<file path="src/pkg/scr_params.svh">
`ifndef SCR_PARAMS_SVH
`define SCR_PARAMS_SVH

// Register byte offsets, chosen locally.
`define SCR_OFF_VBASE    12'h008
`define SCR_OFF_AIRC     12'h00C
`define SCR_OFF_SLEEP    12'h010
`define SCR_OFF_CFG      12'h014
`define SCR_OFF_STATUS   12'h018

// Key handling of the interrupt and reset control register.
`define SCR_KEY_WRITE    16'h05FA
`define SCR_KEY_READ     16'hFA05
`define SCR_KEY_HI       31
`define SCR_KEY_LO       16

// Field positions.
`define SCR_VB_HI        29
`define SCR_VB_LO        7
`define SCR_VB_REGION    29
`define SCR_AI_ENDIAN    15
`define SCR_AI_SPLIT_HI  10
`define SCR_AI_SPLIT_LO  8
`define SCR_AI_RSTREQ    2
`define SCR_SL_ANYPEND   4
`define SCR_SL_DEEP      2
`define SCR_SL_EXIT      1
`define SCR_CF_STK8      9
`define SCR_CF_BFIGN     8
`define SCR_CF_DIV0      4
`define SCR_CF_UNAL      3
`define SCR_CF_UNPRIV    1
`define SCR_CF_THREAD    0

// Reset value of the read data and vector base outputs.
`define SCR_RESET_WORD   32'h0000_0000

`endif

</file>
<file path="src/pkg/scr_pkg.sv">
package scr_pkg;

    // Sleep and wake controls handed to the sleep controller.
    typedef struct packed {
        logic wake_on_any_pending;
        logic deep_sleep_select;
        logic sleep_after_handler;
    } scr_sleep_s;

    // Configuration and control outputs.
    typedef struct packed {
        logic stack_align_8byte;
        logic high_priority_busfault_ignore;
        logic divide_zero_trap_en;
        logic misaligned_trap_en;
        logic unprivileged_trigger_access;
        logic thread_entry_any_level;
    } scr_cfg_s;

    // Exception events whose effect this block decides.
    typedef struct packed {
        logic wfi_sleeping;
        logic pend_enabled;
        logic pend_disabled;
        logic event_enabled;
        logic send_event_instruction;
        logic external_event;
        logic handler_return;
        logic div_zero;
        logic unaligned_half_word;
    } scr_evt_s;

    // Access phase tracker.
    typedef enum logic [1:0] {
        SCR_IDLE   = 2'b01,
        SCR_ACCESS = 2'b10
    } scr_phase_e;

endpackage : scr_pkg

</file>
<file path="src/core/scr_regs.sv">
`timescale 1ns/100ps
`default_nettype none
`include "scr_params.svh"

module scr_regs (
    input  wire logic              clk_i,          // Core clock, 40 MHz.
    input  wire logic              rst_i,          // Asynchronous reset, active high.
    input  wire logic              ce_i,           // Clock enable, freezes state when low.
    input  wire logic              psel_i,         // APB select.
    input  wire logic              penable_i,      // APB enable.
    input  wire logic              pwrite_i,       // APB write.
    input  wire logic [11:0]       paddr_i,        // APB byte address.
    input  wire logic [31:0]       pwdata_i,       // APB write data.
    output logic      [31:0]       prdata_o,       // APB read data.
    output logic                   pready_o,       // APB ready.
    output logic                   pslverr_o,      // APB error on unmapped address.
    input  wire logic              big_endian_i,   // Byte order strap, static.
    input  wire scr_pkg::scr_evt_s evt_i,          // Core events, same clock.
    input  wire logic [7:0]        new_pri_i,      // Priority of arriving exception.
    input  wire logic [7:0]        cur_pri_i,      // Priority of running exception.
    output logic                   preempt_o,      // Arriving exception preempts.
    output logic                   wake_o,         // Wake request pulse.
    output logic                   sleep_o,        // Enter sleep pulse.
    output logic                   deep_sleep_o,   // Low power mode is deep sleep.
    output logic                   sys_reset_req_o, // Reset request to outer system.
    output logic                   div_fault_o,    // Divide by zero usage fault.
    output logic                   div_zero_quot_o, // Force quotient to zero.
    output logic                   unal_fault_o,   // Unaligned access usage fault.
    output logic      [31:0]       vector_base_o,  // Vector table base address.
    output scr_pkg::scr_cfg_s      cfg_o           // Configuration controls.
);

    // Group priority mask: bits above the split point are compared.
    function automatic logic [7:0] group_mask(input logic [2:0] split);
        logic [7:0] m;
        m = 8'hFF;
        for (int i = 0; i < 8; i++) begin
            if (i <= int'(split)) begin
                m[i] = 1'b0;
            end
        end
        return m;
    endfunction : group_mask

    scr_pkg::scr_phase_e phase_q;
    logic [22:0]         vbase_q;
    logic [2:0]          split_q;
    scr_pkg::scr_sleep_s sleep_q;
    scr_pkg::scr_cfg_s   cfg_q;
    logic                endian_q;
    logic [2:0]          strap_sync_q;

    // Decode of the current transfer.
    wire        access_w  = psel_i && penable_i && (phase_q == scr_pkg::SCR_ACCESS);
    wire        wr_w      = access_w && pwrite_i;
    wire        hit_vb_w  = (paddr_i == `SCR_OFF_VBASE);
    wire        hit_ai_w  = (paddr_i == `SCR_OFF_AIRC);
    wire        hit_sl_w  = (paddr_i == `SCR_OFF_SLEEP);
    wire        hit_cf_w  = (paddr_i == `SCR_OFF_CFG);
    wire        hit_st_w  = (paddr_i == `SCR_OFF_STATUS);
    wire        mapped_w  = hit_vb_w | hit_ai_w | hit_sl_w | hit_cf_w | hit_st_w;
    wire        key_ok_w  = (pwdata_i[`SCR_KEY_HI:`SCR_KEY_LO] == `SCR_KEY_WRITE);
    wire        ai_wr_w   = wr_w && hit_ai_w && key_ok_w;

    // Read views; unlisted and debug bits stay zero.
    wire [31:0] vb_rd_w = {2'b00, vbase_q, 7'b000_0000};
    wire [31:0] ai_rd_w = {`SCR_KEY_READ, endian_q, 4'h0, split_q, 8'h00};
    wire [31:0] sl_rd_w = {27'h000_0000, sleep_q.wake_on_any_pending, 1'b0,
                           sleep_q.deep_sleep_select, sleep_q.sleep_after_handler, 1'b0};
    wire [31:0] cf_rd_w = {22'h00_0000, cfg_q.stack_align_8byte,
                           cfg_q.high_priority_busfault_ignore, 3'b000,
                           cfg_q.divide_zero_trap_en, cfg_q.misaligned_trap_en, 1'b0,
                           cfg_q.unprivileged_trigger_access,
                           cfg_q.thread_entry_any_level};
    wire [31:0] st_rd_w = {29'h0000_0000, sys_reset_req_o, deep_sleep_o, preempt_o};
    wire [31:0] rd_w    = hit_vb_w ? vb_rd_w :
                          hit_ai_w ? ai_rd_w :
                          hit_sl_w ? sl_rd_w :
                          hit_cf_w ? cf_rd_w :
                          hit_st_w ? st_rd_w : 32'h0000_0000;

    // Core behaviour derived from the stored controls.
    wire [7:0]  gm_w      = group_mask(split_q);
    wire        preempt_w = (new_pri_i & gm_w) < (cur_pri_i & gm_w);
    wire        wake_w    = evt_i.wfi_sleeping &&
                            (evt_i.pend_enabled || evt_i.event_enabled ||
                             (sleep_q.wake_on_any_pending && evt_i.pend_disabled) ||
                             evt_i.send_event_instruction || evt_i.external_event);
    wire        sleep_w   = evt_i.handler_return && sleep_q.sleep_after_handler;

    // APB phase: setup then a single-cycle access; zero wait states.
    always_ff @(posedge clk_i or posedge rst_i) begin
        if (rst_i) begin
            phase_q <= scr_pkg::SCR_IDLE;
        end else if (ce_i) begin
            case (phase_q)
                scr_pkg::SCR_IDLE:   phase_q <= (psel_i && !penable_i) ? scr_pkg::SCR_ACCESS
                                                                       : scr_pkg::SCR_IDLE;
                scr_pkg::SCR_ACCESS: phase_q <= scr_pkg::SCR_IDLE;
                default:             phase_q <= scr_pkg::SCR_IDLE;
            endcase
        end
    end

    // Bus answer registers; ready pulses in the cycle after setup.
    always_ff @(posedge clk_i or posedge rst_i) begin
        if (rst_i) begin
            pready_o  <= 1'b0;
            pslverr_o <= 1'b0;
            prdata_o  <= `SCR_RESET_WORD;
        end else if (ce_i) begin
            pready_o  <= (phase_q == scr_pkg::SCR_IDLE) && psel_i && !penable_i;
            pslverr_o <= (phase_q == scr_pkg::SCR_IDLE) && psel_i && !penable_i && !mapped_w;
            prdata_o  <= rd_w;
        end
    end

    // The byte order strap is static but foreign, so it passes three flops.
    // Only the second and third stages are read, so a metastable first stage
    // never reaches the status bit; a change counts once those two agree.
    always_ff @(posedge clk_i or posedge rst_i) begin
        if (rst_i) begin
            strap_sync_q <= 3'b000;
            endian_q     <= 1'b0;
        end else if (ce_i) begin
            strap_sync_q <= {strap_sync_q[1:0], big_endian_i};
            if (strap_sync_q[2] == strap_sync_q[1]) begin
                endian_q <= strap_sync_q[2];
            end
        end
    end

    // Software writable fields.
    always_ff @(posedge clk_i or posedge rst_i) begin
        if (rst_i) begin
            vbase_q <= 23'h00_0000;
            split_q <= 3'h0;
            sleep_q <= '0;
            cfg_q   <= '0;
        end else if (ce_i) begin
            if (wr_w && hit_vb_w) begin
                vbase_q <= pwdata_i[`SCR_VB_HI:`SCR_VB_LO];
            end
            if (ai_wr_w) begin
                split_q <= pwdata_i[`SCR_AI_SPLIT_HI:`SCR_AI_SPLIT_LO];
            end
            if (wr_w && hit_sl_w) begin
                sleep_q.wake_on_any_pending <= pwdata_i[`SCR_SL_ANYPEND];
                sleep_q.deep_sleep_select   <= pwdata_i[`SCR_SL_DEEP];
                sleep_q.sleep_after_handler <= pwdata_i[`SCR_SL_EXIT];
            end
            if (wr_w && hit_cf_w) begin
                cfg_q.stack_align_8byte             <= pwdata_i[`SCR_CF_STK8];
                cfg_q.high_priority_busfault_ignore <= pwdata_i[`SCR_CF_BFIGN];
                cfg_q.divide_zero_trap_en           <= pwdata_i[`SCR_CF_DIV0];
                cfg_q.misaligned_trap_en            <= pwdata_i[`SCR_CF_UNAL];
                cfg_q.unprivileged_trigger_access   <= pwdata_i[`SCR_CF_UNPRIV];
                cfg_q.thread_entry_any_level        <= pwdata_i[`SCR_CF_THREAD];
            end
        end
    end

    // Registered outputs. The reset request stays high until the outer
    // system resets this block; it never reads back through the control word.
    always_ff @(posedge clk_i or posedge rst_i) begin
        if (rst_i) begin
            sys_reset_req_o <= 1'b0;
            preempt_o       <= 1'b0;
            wake_o          <= 1'b0;
            sleep_o         <= 1'b0;
            deep_sleep_o    <= 1'b0;
            div_fault_o     <= 1'b0;
            div_zero_quot_o <= 1'b0;
            unal_fault_o    <= 1'b0;
            vector_base_o   <= `SCR_RESET_WORD;
            cfg_o           <= '0;
        end else if (ce_i) begin
            if (ai_wr_w && pwdata_i[`SCR_AI_RSTREQ]) begin
                sys_reset_req_o <= 1'b1;
            end
            preempt_o       <= preempt_w;
            wake_o          <= wake_w;
            sleep_o         <= sleep_w;
            deep_sleep_o    <= sleep_q.deep_sleep_select;
            div_fault_o     <= evt_i.div_zero && cfg_q.divide_zero_trap_en;
            div_zero_quot_o <= evt_i.div_zero && !cfg_q.divide_zero_trap_en;
            unal_fault_o    <= evt_i.unaligned_half_word && cfg_q.misaligned_trap_en;
            vector_base_o   <= vb_rd_w;
            cfg_o           <= cfg_q;
        end
    end

endmodule : scr_regs
`default_nettype wire

</file>
<file path="config.mk">
export PLATFORM = sky130hd
export DESIGN_NAME = scr_regs
export DESIGN_NICKNAME = d
export VERILOG_FILES = /design/src/pkg/scr_pkg.sv /design/src/core/scr_regs.sv
export VERILOG_INCLUDE_DIRS = /design/src /design/src/pkg
export SDC_FILE = /design/constraint.sdc
export NUM_CORES = 1
export LEC_CHECK = 0
export ABC_AREA = 0
export BUFFER_PORTS_ARGS = -buffer_cell sky130_fd_sc_hd__buf_2
export CAP_MARGIN = 10
export CORE_MARGIN = 2
export CORE_UTILIZATION = 46
export DETAILED_ROUTE_END_ITERATION = 8
export PLACE_DENSITY = 0.76
export SETUP_SLACK_MARGIN = 0.1
export SYNTH_ARGS = -nofsm -noshare
export SYNTH_HDL_FRONTEND = slang
export SYNTH_SLANG_ARGS = --single-unit
</file>
<file path="constraint.sdc">
create_clock -name clk_i -period 3.6 [get_ports clk_i]
set_input_delay 0.54 -clock clk_i [delete_from_list [all_inputs] [get_ports clk_i]]
set_output_delay 0.54 -clock clk_i [all_outputs]
set_load 0.1 [all_outputs]
</file>
# ---- Yosys cells after proc, flatten, opt, wreduce, memory -nomap -nowiden
# Cells that the tools add are included.
dict set report totals {
  wordCells 101
  in_bits 76
  register_bits 112
  out_inout_bits 80
}
dict set report classes {
  magnitude_cmp 8
  n_bitwise 6
  reduce_logical 32
  n_eq_ne 9
  mux 14
}
# cell n
set op_table {}
lappend op_table {{$mux W32} 2}
lappend op_table {{$eq A12 B5 Y1 const B} 3}
lappend op_table {{$eq A12 B4 Y1 const B} 2}
lappend op_table {{$mux W10} 2}
lappend op_table {{$logic_and A1 B1 Y1} 19}
lappend op_table {{$and A8 B8 Y8} 2}
lappend op_table {{$eq A16 B11 Y1 const B} 1}
lappend op_table {{$le A3 B3 Y1 const A} 4}
lappend op_table {{$reduce_and A2 Y1} 6}
lappend op_table {{$lt A8 B8 Y1} 1}
lappend op_table {{$mux W1} 7}
lappend op_table {{$le A2 B3 Y1 const A} 2}
lappend op_table {{$logic_or A1 B1 Y1} 4}
lappend op_table {{$mux W2} 2}
lappend op_table {{$or A1 B1 Y1} 4}
lappend op_table {{$le A1 B3 Y1 const A} 1}
lappend op_table {{$logic_not A1 Y1} 3}
lappend op_table {{$mux W3} 1}
lappend op_table {{$eq A2 B1 Y1 const B} 1}
lappend op_table {{$eq A2 B2 Y1 const B} 1}
lappend op_table {{$eq A1 B1 Y1} 1}

# ---- Depth between registers and ports, before layout
# Gate-level depths: netlist (run 1).
dict set report logic_depth {
  ltp_word 7
  depth_mapped 8
  mapped_depth_nobuf 7
}

# ---- Worst setup path before layout (run 1)
# No wires, ideal clock.
dict set report synth_timing {
  kind {in2reg}
  start {input port paddr_i[7]}
  end {register vbase_q[0]}
  required_time_ns 3.475
  path_stages 6
  t_arrival_ns 2.184
  setup_slack_ns 1.290
  setup_ns 0.125
  path_buffers 2
  cell_sequence {nor4_1 > nand2_1 > or4_4 > buf_6 > buf_12 > mux2_4}
}
dict set report synth_between {
  elab_chain_len 3
}
# element line
set synth_lines {}
lappend synth_lines {{from (decl)} scr_regs.sv:12} ;# input wire logic [11:0] paddr_i,
lappend synth_lines {{$eq A12 B4 Y1 (no source line)} n/a}
lappend synth_lines {{$logic_and A1 B1 Y1} scr_regs.sv:141} ;# if (wr_w && hit_vb_w) begin
lappend synth_lines {{$reduce_and A2 Y1 (no source line)} n/a}
lappend synth_lines {{to (signal assigned)} scr_regs.sv:142} ;# vbase_q <= pwdata_i[`SCR_VB_HI:`SCR_VB_LO];
lappend synth_lines {{to (decl)} scr_regs.sv:46} ;# logic [22:0] vbase_q;
# Every way passes these cells.
# A chain may end at the register's enable or synchronous reset.

# ---- Worst setup path in the final report (run 1)
dict set report layout_timing {
  start {input port paddr_i[7]}
  end {register vbase_q[10]}
}
# The elaborated chain is that of the path after synthesis.

==> results by group, run 1 <==
Outcome
  – Run status: complete, no violations

Clock network
  – Reg clk slew, reported paths: 0.10 ns
  – Clock tree buffer depth: 2
  – Clock root cell: clkbuf_8
  – Post-CTS setup buffer count: 0
  – CTS Buf Count: 9
  – H-tree depth: 3
  – TritonCTS Sinks: 109
  – Post-cts repair resize count: 0
  – CTS tree: done
  – Clk_lat worst skew: 0.38 ns
  – Hold_buf cts: 0

Floorplan
  – Site row count: 37
  – Die W: 106.2 um
  – Starting Density: 46.97%
  – Die area: 0.01128 mm2
  – Core area: 0.01023 mm2
  – # IOs: 156
  – Die extent in y: 106.2 um

Detailed routing
  – # DRC: 0
  – Pre-antenna DRT Iters: 4
  – DRT antenna net count: 0
  – Metal-1 WL: 4.823 mm
  – Avg WL per Cell: 16.07 um
  – Initial DRC Count: 116
  – Final WL: 10.37 mm
  – Via count: 3376
  – Drt via density: 5.234
  – Met3 routed WL: 624 um
  – Uppermost layer routed: met4
  – DR WL met2: 4.800 mm

STA
  – Relative max-transition margin: 52.43%
  – Tightest Pin Transition: 0.7092 ns
  – Max Clk Rate: 436.3 MHz
  – Final hold vios: 0
  – Slew Limit Fails: 0
  – Final setup fails: 0
  – Ratio of final minimum period to clock period: 63.66%
  – RSZ-0062 raised after global routing: no
  – Setup TNS: 0 ns
  – Skew final: 0.01407 ns
  – Min Tclk post-route: 2.292 ns

Setup path
  – Critical Path Sink Type: flip-flop
  – Worst path max stage delay: 0.79 ns
  – Kind of critical path: in -> reg
  – Worst setup SP type: input pin
  – Worst-path cell chain: buf_2 > nor4_1 > nand2_1 > or4_4 > mux2_4
  – Worst Path Buf+Inv: 1
  – Critical Path RT: 3.86 ns
  – Worst Path Max Fanout: 23
  – WP data arrival: 2.55 ns
  – Slowest CP cell: or4_4
  – CP top delay family: simple AND/OR/NAND/NOR gates

Logic synthesis
  – Synthesized area per cell: 13.06 um2
  – Post-Syn Area: 0.004806 mm2
  – Post-synth top area cell: dfrtp_1
  – Syn Inst Count: 368
  – Synth Area in XOR/XNOR: 0%
  – Top-area cell type share of the netlist area: 56.24%
  – Cell variety after synth: 43
  – Post-Synth Simple-Gate Area: 9.164%
  – Mux contribution to synthesized area: 18.75%
  – Ys async rst share: 100.0%
  – Synth Area in Compound Gates: 8.461%
  – Most used DFF post-synth: dfrtp_1
  – Most common cell in the netlist: dfrtp_1
  – Synth Warn #: 0
  – Register area share after synthesis: 56.78%
  – Post-Synth Adder-Cell Area: 1.562%
  – Synth area leaders: dfrtp_1 56%, mux2_2 11%, mux2_4 6.2%
  – Synth Register Bits: 109
  – Synth top cells by count: 108 x dfrtp_1, 48 x mux2_2, 20 x mux2_4, 18 x nand2_1
  – Post-synth EDFFs: 0
  – Largest family of logic cells by synthesized area: multiplexers

Cells and area
  – Filler instances: 880
  – Share of layout cells above drive strength 1: 46.37%
  – # diodes: 0
  – Fin nets: 586
  – Area Overhead vs Synth: 20.15%
  – Reg area: 0.002729 mm2
  – Layout Cells excl Fill: 645
  – Footprint of the multi-input gates: 0.001871 mm2

Global routing
  – Initial antenna violation count: 0
  – First-pass GRT wire length: 16.77 mm
  – GRT Util Overall: 19.12%
  – Vias in the first global route: 3341
  – Largest net degree at the start of global routing: 62
  – Total gr overflow: 0

Pwr
  – Leak pwr: 3.231 nW
  – Power per cell area: 395.5 mW/mm2
  – Worst IR Drop VDD: 0.0002143 V

Placed design
  – GPL Wtd Cong: 0.7884
  – Placed cells: 629
  – Dpl hpwl: 7.299 mm
  – IO buf count: 140

Run
  – Max-Cap Viols: 0

Worst hold path
  – Worst min-delay path category: in -> async
==> layer usage <==
metal	up-vias	track usage, %
met5	-	0
li1	1571	-
met1	1673	26.30
met4	0	7.425
met2	123	30.13
met3	9	3.556
==> registers in the layout, summed over array words and instances (netlist names) <==
signal	count
cf_rd_w	6
cfg_o	6
deep_sleep_o	1
div_fault_o	1
div_zero_quot_o	1
endian_q	1
phase_q	2
prdata_o	29
pready_o	1
preempt_o	1
pslverr_o	1
sl_rd_w	3
sleep_o	1
split_q	3
strap_sync_q	3
sys_reset_req_o	1
unal_fault_o	1
vbase_q	23
vector_base_o	23
wake_o	1
==> path summary, 6_finish.rpt <==
check / startpoint / end / cells after the start / slack (ns)
setup / recovery: paddr_i[7] / vbase_q[10] / 5 / 1.31
hold / removal: rst_i / cfg_o[1] / 2 / 0.22
setup reg to reg: phase_q[1] / vbase_q[10] / 4 / 1.54
hold reg to reg: prdata_o[18] / prdata_o[18] / 1 / 0.48
max in group asynchronous: rst_i / vbase_q[11] / 3 / 2.64
min in group clk_i: pwdata_i[2] / sys_reset_req_o / 2 / 0.38
==> cell usage in the layout, fill, tap and decap left out, drive strengths merged, types with 2 or more instances in the layout <==
master / n
nor3: 12
inv: 10
nand2b: 2
mux2: 68
ha: 6
mux2i: 6
nand4: 4
nor4bb: 2
nand2: 18
nor4b: 3
nor4: 4
a22o: 14
clkinv: 3
and2: 5
dfrtp: 108
a21oi: 8
or4b: 2
clkbuf: 13
o41ai: 2
nand3: 6
buf: 146
o21ai: 13
conb: 11
nand3b: 2
nor2: 12
o2bb2ai: 3
o21a: 4
a21o: 12
==> cell families (layout without fill, tap and decap cells) <==
| group | count (synthesis) | count (layout) |
|---|---|---|
| mux | 74 | 74 |
| other cells | 1 | 11 |
| fa+ha+maj | 6 | 6 |
| compound gates | 58 | 58 |
| flops | 109 | 109 |
| simple gates | 78 | 78 |
| buf+inv | 42 | 173 |
==> per-stage QoR <==
stage	utilization (%)	power [mW]	setup slack, ns	cell area (um2)	hold slack (ns)
final	56.44	2.284	1.308	5774	0.2240
after global routing	56.44	2.376	1.125	5774	0.2722
after CTS	56.44	2.300	1.311	5774	0.2507
after detailed placement	54.46	1.545	0.9014	5572	0.4603
after global placement	54.46	1.539	0.9487	5572	0.4620
after floorplan	-	1.474	0.1877	4843	0.4492
==> layout make-up <==
class                           instances  share of cell area [%]
Clock buffer                           13                   2.752
Clock inverter                          3                  0.7584
Timing Repair Buffer                  146                   13.13
Tap cell                              136                   2.947
Inverter                               11                  0.7584
Sequential cell                       109                   47.26
Multi-Input combinational cell        227                   32.39
==> where the power goes <==
group	internal, mW	switching (mW)
sequential	1.24	0.0120
clock	0.361	0.404
combinational	0.0698	0.195
total	1.67	0.611
Power figures use the tool's default switching activity.
==> run 2: changes to the inputs <==
--- a/config.mk
+++ b/config.mk
@@ -6,13 +6,13 @@
 export SDC_FILE = /design/constraint.sdc
 export NUM_CORES = 1
 export LEC_CHECK = 0
-export ABC_AREA = 0
+export ABC_AREA = 1
 export BUFFER_PORTS_ARGS = -buffer_cell sky130_fd_sc_hd__buf_2
 export CAP_MARGIN = 10
 export CORE_MARGIN = 2
-export CORE_UTILIZATION = 46
+export CORE_UTILIZATION = 51
 export DETAILED_ROUTE_END_ITERATION = 8
-export PLACE_DENSITY = 0.76
+export PLACE_DENSITY = 0.8
 export SETUP_SLACK_MARGIN = 0.1
 export SYNTH_ARGS = -nofsm -noshare
 export SYNTH_HDL_FRONTEND = slang
==> constraint.sdc (replaced) <==
create_clock -name clk_i -period 2.2 [get_ports clk_i]
set_input_delay 0.33 -clock clk_i [delete_from_list [all_inputs] [get_ports clk_i]]
set_output_delay 0.33 -clock clk_i [all_outputs]
set_load 0.1 [all_outputs]
==> results by group, run 2 <==
Outcome
  – Run status: complete, no violations

Clock network
  – CTS Buf Count: 9
  – TritonCTS Sinks: 109
  – Post-CTS setup buffer count: 0
  – CTS tree: done
  – Clk_lat worst skew: 0.37 ns
  – Reg clk slew, reported paths: 0.11 ns
  – Post-cts repair resize count: 0
  – Clock tree buffer depth: 2
  – Hold_buf cts: 1
  – H-tree depth: 3
  – Clock root cell: clkbuf_8

Detailed routing
  – Pre-antenna DRT Iters: 5
  – Avg WL per Cell: 13.34 um
  – # DRC: 0
  – Initial DRC Count: 183
  – Via count: 4289
  – Drt via density: 4.947
  – Final WL: 11.57 mm
  – DRT antenna net count: 0

Cells and area
  – # diodes: 0
  – Commonest non-fill, non-tap cells in the layout: 256 x nand2_1, 140 x buf_2, 108 x dfrtp_1
  – Commonest non-fill, non-tap cell in the layout: nand2_1
  – Largest Register: prdata_o
  – Area Overhead vs Synth: 20.88%
  – Biggest regs: prdata_o (29), vbase_q (23), vector_base_o (23)
  – Fin nets: 815
  – Share of layout cells above drive strength 1: 23.71%
  – Filler instances: 849
  – Max reg flops: 29
  – Finished Core Util: 63.75%

Placed design
  – GPL Wtd Cong: 0.9588
  – IO buf count: 140
  – Dpl hpwl: 8.460 mm
  – Worst slack, placed: 0.3165 ns

Setup path
  – CP top delay family: simple AND/OR/NAND/NOR gates
  – Worst setup SP type: flip-flop
  – Critical Path Sink Type: flip-flop
  – Worst path max stage delay: 0.48 ns
  – Slowest CP cell: nand4_1
  – Worst Path Max Fanout: 12
  – Critical Path RT: 2.44 ns
  – Worst Path Buf+Inv: 1
  – WP data arrival: 1.95 ns
  – Worst-path cell chain: inv_1 > nand3_1 > nor3_4 > nand4_1 > nand2_1 > o21ai_1
  – Kind of critical path: reg -> reg

STA
  – Slew Limit Fails: 0
  – Max Clk Rate: 583.9 MHz
  – Setup TNS: 0 ns
  – Final worst slack: 0.4873 ns
  – Final setup fails: 0
  – Skew final: 0.02049 ns
  – Final hold vios: 0
  – Relative max-transition margin: 64.97%
  – RSZ-0062 raised after global routing: no
  – Min Tclk post-route: 1.713 ns
  – Tightest Pin Transition: 0.5255 ns
  – Ratio of final minimum period to clock period: 77.85%

Logic synthesis
  – Post-synth top area cell: dfrtp_1
  – Register area share after synthesis: 55.74%
  – Synth top cells by count: 256 x nand2_1, 108 x dfrtp_1, 44 x nand3_1, 43 x inv_1, 35 x nor2_1
  – Synthesized area per cell: 8.215 um2
  – Synth Register Bits: 109
  – Post-synth EDFFs: 0
  – Synth Warn #: 0
  – Post-Syn Area: 0.004896 mm2
  – Synth area leaders: dfrtp_1 55%, nand2_1 20%, nand3_1 4.5%
  – Syn Inst Count: 596
  – Top-area cell type share of the netlist area: 55.20%
  – Most used DFF post-synth: dfrtp_1
  – Most common cell in the netlist: nand2_1
  – Ys async rst share: 100.0%
  – Cell variety after synth: 30

Pwr
  – Switching share of power: 27.64%
  – Internal power: 2.704 mW
  – Sequential fraction of design power: 54.6%
  – Power per cell area: 631.3 mW/mm2
  – Combinational cell fraction of total power: 11.7%
  – Worst IR Drop VDD: 0.0003737 V
  – Leak pwr: 3.463 nW
  – Switching pwr: 1.033 mW
  – Clk pwr share: 33.6%
  – Final Power: 3.736 mW

Global routing
  – First-pass GRT wire length: 18.54 mm
  – GRT Util Overall: 22.73%
  – Total gr overflow: 0
  – Vias in the first global route: 4050
  – Initial antenna violation count: 0
  – Largest net degree at the start of global routing: 50

Floorplan
  – Starting Density: 52.74%
  – Site row count: 35
  – Die extent in y: 102.0 um
  – Die area: 0.01040 mm2
  – Die W: 102.0 um
  – Core area: 0.009284 mm2
  – # IOs: 156

Worst hold path
  – Worst min-delay path category: in -> reg

Run
  – Max-Cap Viols: 0
-- run 2: changes by cell type after synthesis, sizes merged, moves of 4 or more --
cell	change
nand2	+238
mux2	-68
nand3	+39
inv	+34
nor2	+28
o21ai	+22
a22o	-13
a21o	-12
nor3	-11
mux2i	-6
o211ai	+5
and2	-4
-- run 2: power by group through the flow --
stage               Clock [mW]  Sequential (mW)  Combinational (mW)
CTS                       1.28             2.04               0.442
finish                    1.26             2.04               0.438
floorplan                    0             2.16               0.234
global placement             0             2.08               0.431
global route              1.36             2.04               0.478
detailed placement           0             2.08               0.440
-- run 2: layer usage --
metal	GRT usage (%)	up-vias	part of all wire, %
li1	-	2119	-
met5	0	-	0
met4	8.513	0	2.2
met3	2.873	23	5.3
met2	37.75	133	49
met1	30.82	2014	44
-- run 2: final cells by class --
cell class | count | area [um2] | share of cell area, %
Multi-Input combinational cell | 419 | 1847 | 31.21
Sequential cell | 109 | 2729 | 46.11
Tap cell | 129 | 161.4 | 2.727
Clock buffer | 11 | 141.4 | 2.389
Timing Repair Buffer | 150 | 803.3 | 13.57
Inverter | 44 | 168.9 | 2.854
Clock inverter | 5 | 67.56 | 1.142
-- run 2: cells by family (layout without fill, tap and decap cells) --
family | Yosys count | count (layout) | synth area share (%)
adder cells (fa/ha/maj) | 6 | 6 | 1.533
flip-flops | 109 | 109 | 55.74
AO/OA/AOI/OAI | 48 | 48 | 5.341
buffers and inverters | 78 | 210 | 7.309
other | 1 | 11 | 0.07659
AND/OR/NAND/NOR | 354 | 354 | 30.00
-- run 2: per-stage QoR --
step / instances / cell area [um2] / hold WS [ns]
6_report: 867 / 5918 / 0.1551
5_1_grt: 867 / 5918 / 0.1467
4_1_cts: 867 / 5918 / 0.1507
3_5_place_dp: 850 / 5699 / 0.3296
3_3_place_gp: 850 / 5699 / 0.3277
2_1_floorplan: 606 / 4937 / 0.4396
-- run 2: final timing paths --
check                                          to         startpoint  cells past startpoint  slack [ns]
worst max register to register         cf_rd_w[9]         phase_q[0]                      6        0.49
worst max-delay path                   cf_rd_w[9]         phase_q[0]                      6        0.49
min in group asynchronous       vector_base_o[27]              rst_i                      3        0.49
worst min register to register  vector_base_o[11]  vector_base_o[11]                      2        0.48
max in group asynchronous              phase_q[0]              rst_i                      4        1.12
worst min-delay path                   vbase_q[5]       pwdata_i[12]                      3        0.16
-- run 2: worst register-to-register path: stages (launching register included) --
cell     delay, ns
dfstp_2       0.38
inv_1         0.06
nand3_1       0.12
nor3_4        0.29
nand4_1       0.48
nand2_1       0.18
o21ai_1       0.08
==> run 3: changes to the inputs <==
--- a/config.mk
+++ b/config.mk
@@ -10,9 +10,9 @@
 export BUFFER_PORTS_ARGS = -buffer_cell sky130_fd_sc_hd__buf_2
 export CAP_MARGIN = 10
 export CORE_MARGIN = 2
-export CORE_UTILIZATION = 51
+export CORE_UTILIZATION = 46
 export DETAILED_ROUTE_END_ITERATION = 8
-export PLACE_DENSITY = 0.8
+export PLACE_DENSITY = 0.76
 export SETUP_SLACK_MARGIN = 0.1
 export SYNTH_ARGS = -nofsm -noshare
 export SYNTH_HDL_FRONTEND = slang
==> constraint.sdc (replaced) <==
create_clock -name clk_i -period 1.37 [get_ports clk_i]
set_input_delay 0.2055 -clock clk_i [delete_from_list [all_inputs] [get_ports clk_i]]
set_output_delay 0.2055 -clock clk_i [all_outputs]
set_load 0.1 [all_outputs]
==> results by group, run 3 (synthesis gave the netlist of run 2 again) <==
Setup path
  – Worst Path Buf+Inv: 1
  – CP top delay family: simple AND/OR/NAND/NOR gates
  – WP data arrival: 1.83 ns
  – Critical Path Sink Type: flip-flop
  – R2R depth: 9
  – Worst path max stage delay: 0.47 ns
  – Worst setup SP type: flip-flop
  – Worst Path Max Fanout: 5
  – Critical Path RT: 1.70 ns
  – Slowest CP cell: dfrtp_2
  – CP Depth: 9
  – Worst-path cell chain: buf_4 > nand2_2 > and3_4 > ha_4 > a21oi_1 > nand2_1 > nand2_1 > nand3_1 > nand2_1
  – Crit-path most repeated cell: nand2_1
  – Kind of critical path: reg -> reg

Pwr
  – Sequential fraction of design power: 56.4%
  – Internal power: 4.153 mW
  – Combinational cell fraction of total power: 13.8%
  – Power per cell area: 833.9 mW/mm2
  – Leak pwr: 3.745 nW
  – Switching pwr: 1.665 mW
  – Clk pwr share: 29.8%
  – Worst IR Drop VDD: 0.0005067 V
  – Switching share of power: 28.62%

STA
  – Final hold vios: 0
  – Skew final: 0.01220 ns
  – Final setup fails: 25
  – Min Tclk post-route: 1.504 ns
  – Final worst slack: -0.1344 ns
  – Slew Limit Fails: 0
  – Max Clk Rate: 664.7 MHz
  – RSZ-0062 raised after global routing: yes
  – Setup TNS: -2.410 ns
  – Ratio of final minimum period to clock period: 109.8%

Detailed routing
  – Initial DRC Count: 296
  – DRT antenna net count: 0
  – Drt via density: 5.021
  – Final WL: 14.04 mm
  – Via count: 4569
  – Pre-antenna DRT Iters: 5
  – Avg WL per Cell: 15.43 um
  – # DRC: 0

Clock network
  – H-tree depth: 3
  – TritonCTS Sinks: 109
  – CTS tree: done
  – Clock root cell: clkbuf_8
  – Clk_lat worst skew: 0.38 ns
  – Reg clk slew, reported paths: 0.10 ns
  – CTS Buf Count: 9
  – Clock tree buffer depth: 2

Outcome
  – Run status: finished with violations
  – Failing checks: setup timing

Global routing
  – Largest net degree at the start of global routing: 69
  – Initial antenna violation count: 0
  – Vias in the first global route: 4407
  – Total gr overflow: 0
  – GRT Util Overall: 23.92%
  – First-pass GRT wire length: 21.31 mm

Cells and area
  – Biggest regs: prdata_o (29), vbase_q (23), vector_base_o (23)
  – # diodes: 0
  – Max reg flops: 29
  – Largest Register: prdata_o
  – Layout Cells excl Fill: 910
  – Final Instance Area: 0.006977 mm2
  – Fin nets: 851
  – Finished Core Util: 67.58%
  – Area Overhead vs Synth: 42.50%
  – Share of layout cells above drive strength 1: 34.37%
  – Commonest non-fill, non-tap cell in the layout: nand2_1
  – Commonest non-fill, non-tap cells in the layout: 223 x nand2_1, 104 x dfrtp_1, 71 x buf_2

Placed design
  – GPL Wtd Cong: 0.8325
  – IO buf count: 140
  – Dpl hpwl: 9.249 mm
  – Area after DPL: 0.005917 mm2
  – Placed cells: 878

Worst hold path
  – Worst min-delay path category: in -> reg
  – Hold Crit Depth: 3

Run
  – Max-Cap Viols: 0

Floorplan
  – Site row count: 37
  – Die extent in y: 107.2 um
  – Core area: 0.01032 mm2
  – # IOs: 156
  – Die area: 0.01148 mm2
  – Starting Density: 47.42%
  – Die W: 107.2 um
==> run 3: cell types whose count changed in the layout (fill, tap and decap cells not counted), sizes merged <==
cell    before  now
buf        149  185
clkbuf      11   13
bufinv       1    0
inv         44   43
==> run 3: worst paths after layout <==
path,startpoint,end,slack (ns)
setup / recovery,split_q[0],preempt_o,-0.13
hold / removal,pwdata_i[11],vbase_q[4],0.02
setup reg to reg,split_q[0],preempt_o,-0.13
hold reg to reg,strap_sync_q[1],strap_sync_q[1],0.48
max in group asynchronous,rst_i,prdata_o[30],0.56
min in group asynchronous,rst_i,strap_sync_q[0],0.44
==> run 3: metal layers <==
layer,track usage [%],vias to the layer above,wire [um]
li1,-,2198,-
met1,31.75,2181,5859
met2,39.15,167,6941
met3,3.769,23,869
met4,9.926,0,367
met5,0,-,0
==> run 3: metrics by stage <==
step / hold WS [ns] / setup slack, ns / total power [mW]
global route: 0.03180 / -0.1997 / 6.054
global placement: 0.3053 / -0.1380 / 4.061
floorplan: 0.3151 / -0.1754 / 3.851
detailed placement: 0.3108 / -0.1983 / 4.080
finish: 0.01557 / -0.1344 / 5.818
CTS: 0.01476 / -0.1014 / 5.817
==> run 3: final cells by class <==
cell class | count | area, um2
multi-input combinational | 419 | 2106
clock buffer | 13 | 138.9
clock inverter | 3 | 22.52
fill | 782 | 3347
tap | 136 | 170.2
timing repair buffer | 186 | 1632
sequential | 109 | 2734
inverter | 44 | 173.9
==> run 3: power groups by stage <==
stage          Sequential, mW  Combinational, mW  Clock, mW
6_report                 3.28              0.802       1.74
5_1_grt                  3.28              0.860       1.91
4_1_cts                  3.28              0.770       1.77
3_5_place_dp             3.34              0.741          0
3_3_place_gp             3.34              0.723          0
2_1_floorplan            3.47              0.377          0
==> run 3: repair_timing <==
action | 4_1_cts | 5_1_grt
hold endpoints to repair | 108 | 0
buffers inserted | 8 | 6
hold buffers | 1 | 0
pin swaps | 8 | 14
endpoints found under the setup margin | 104 | 85
cloned | 3 | 0
resized for setup | 125 | 98
==> run 3: tightest hold or removal path: stages <==
cell and delay, ns:
buf_2 0.08, nand2_1 0.04, nand2_1 0.04
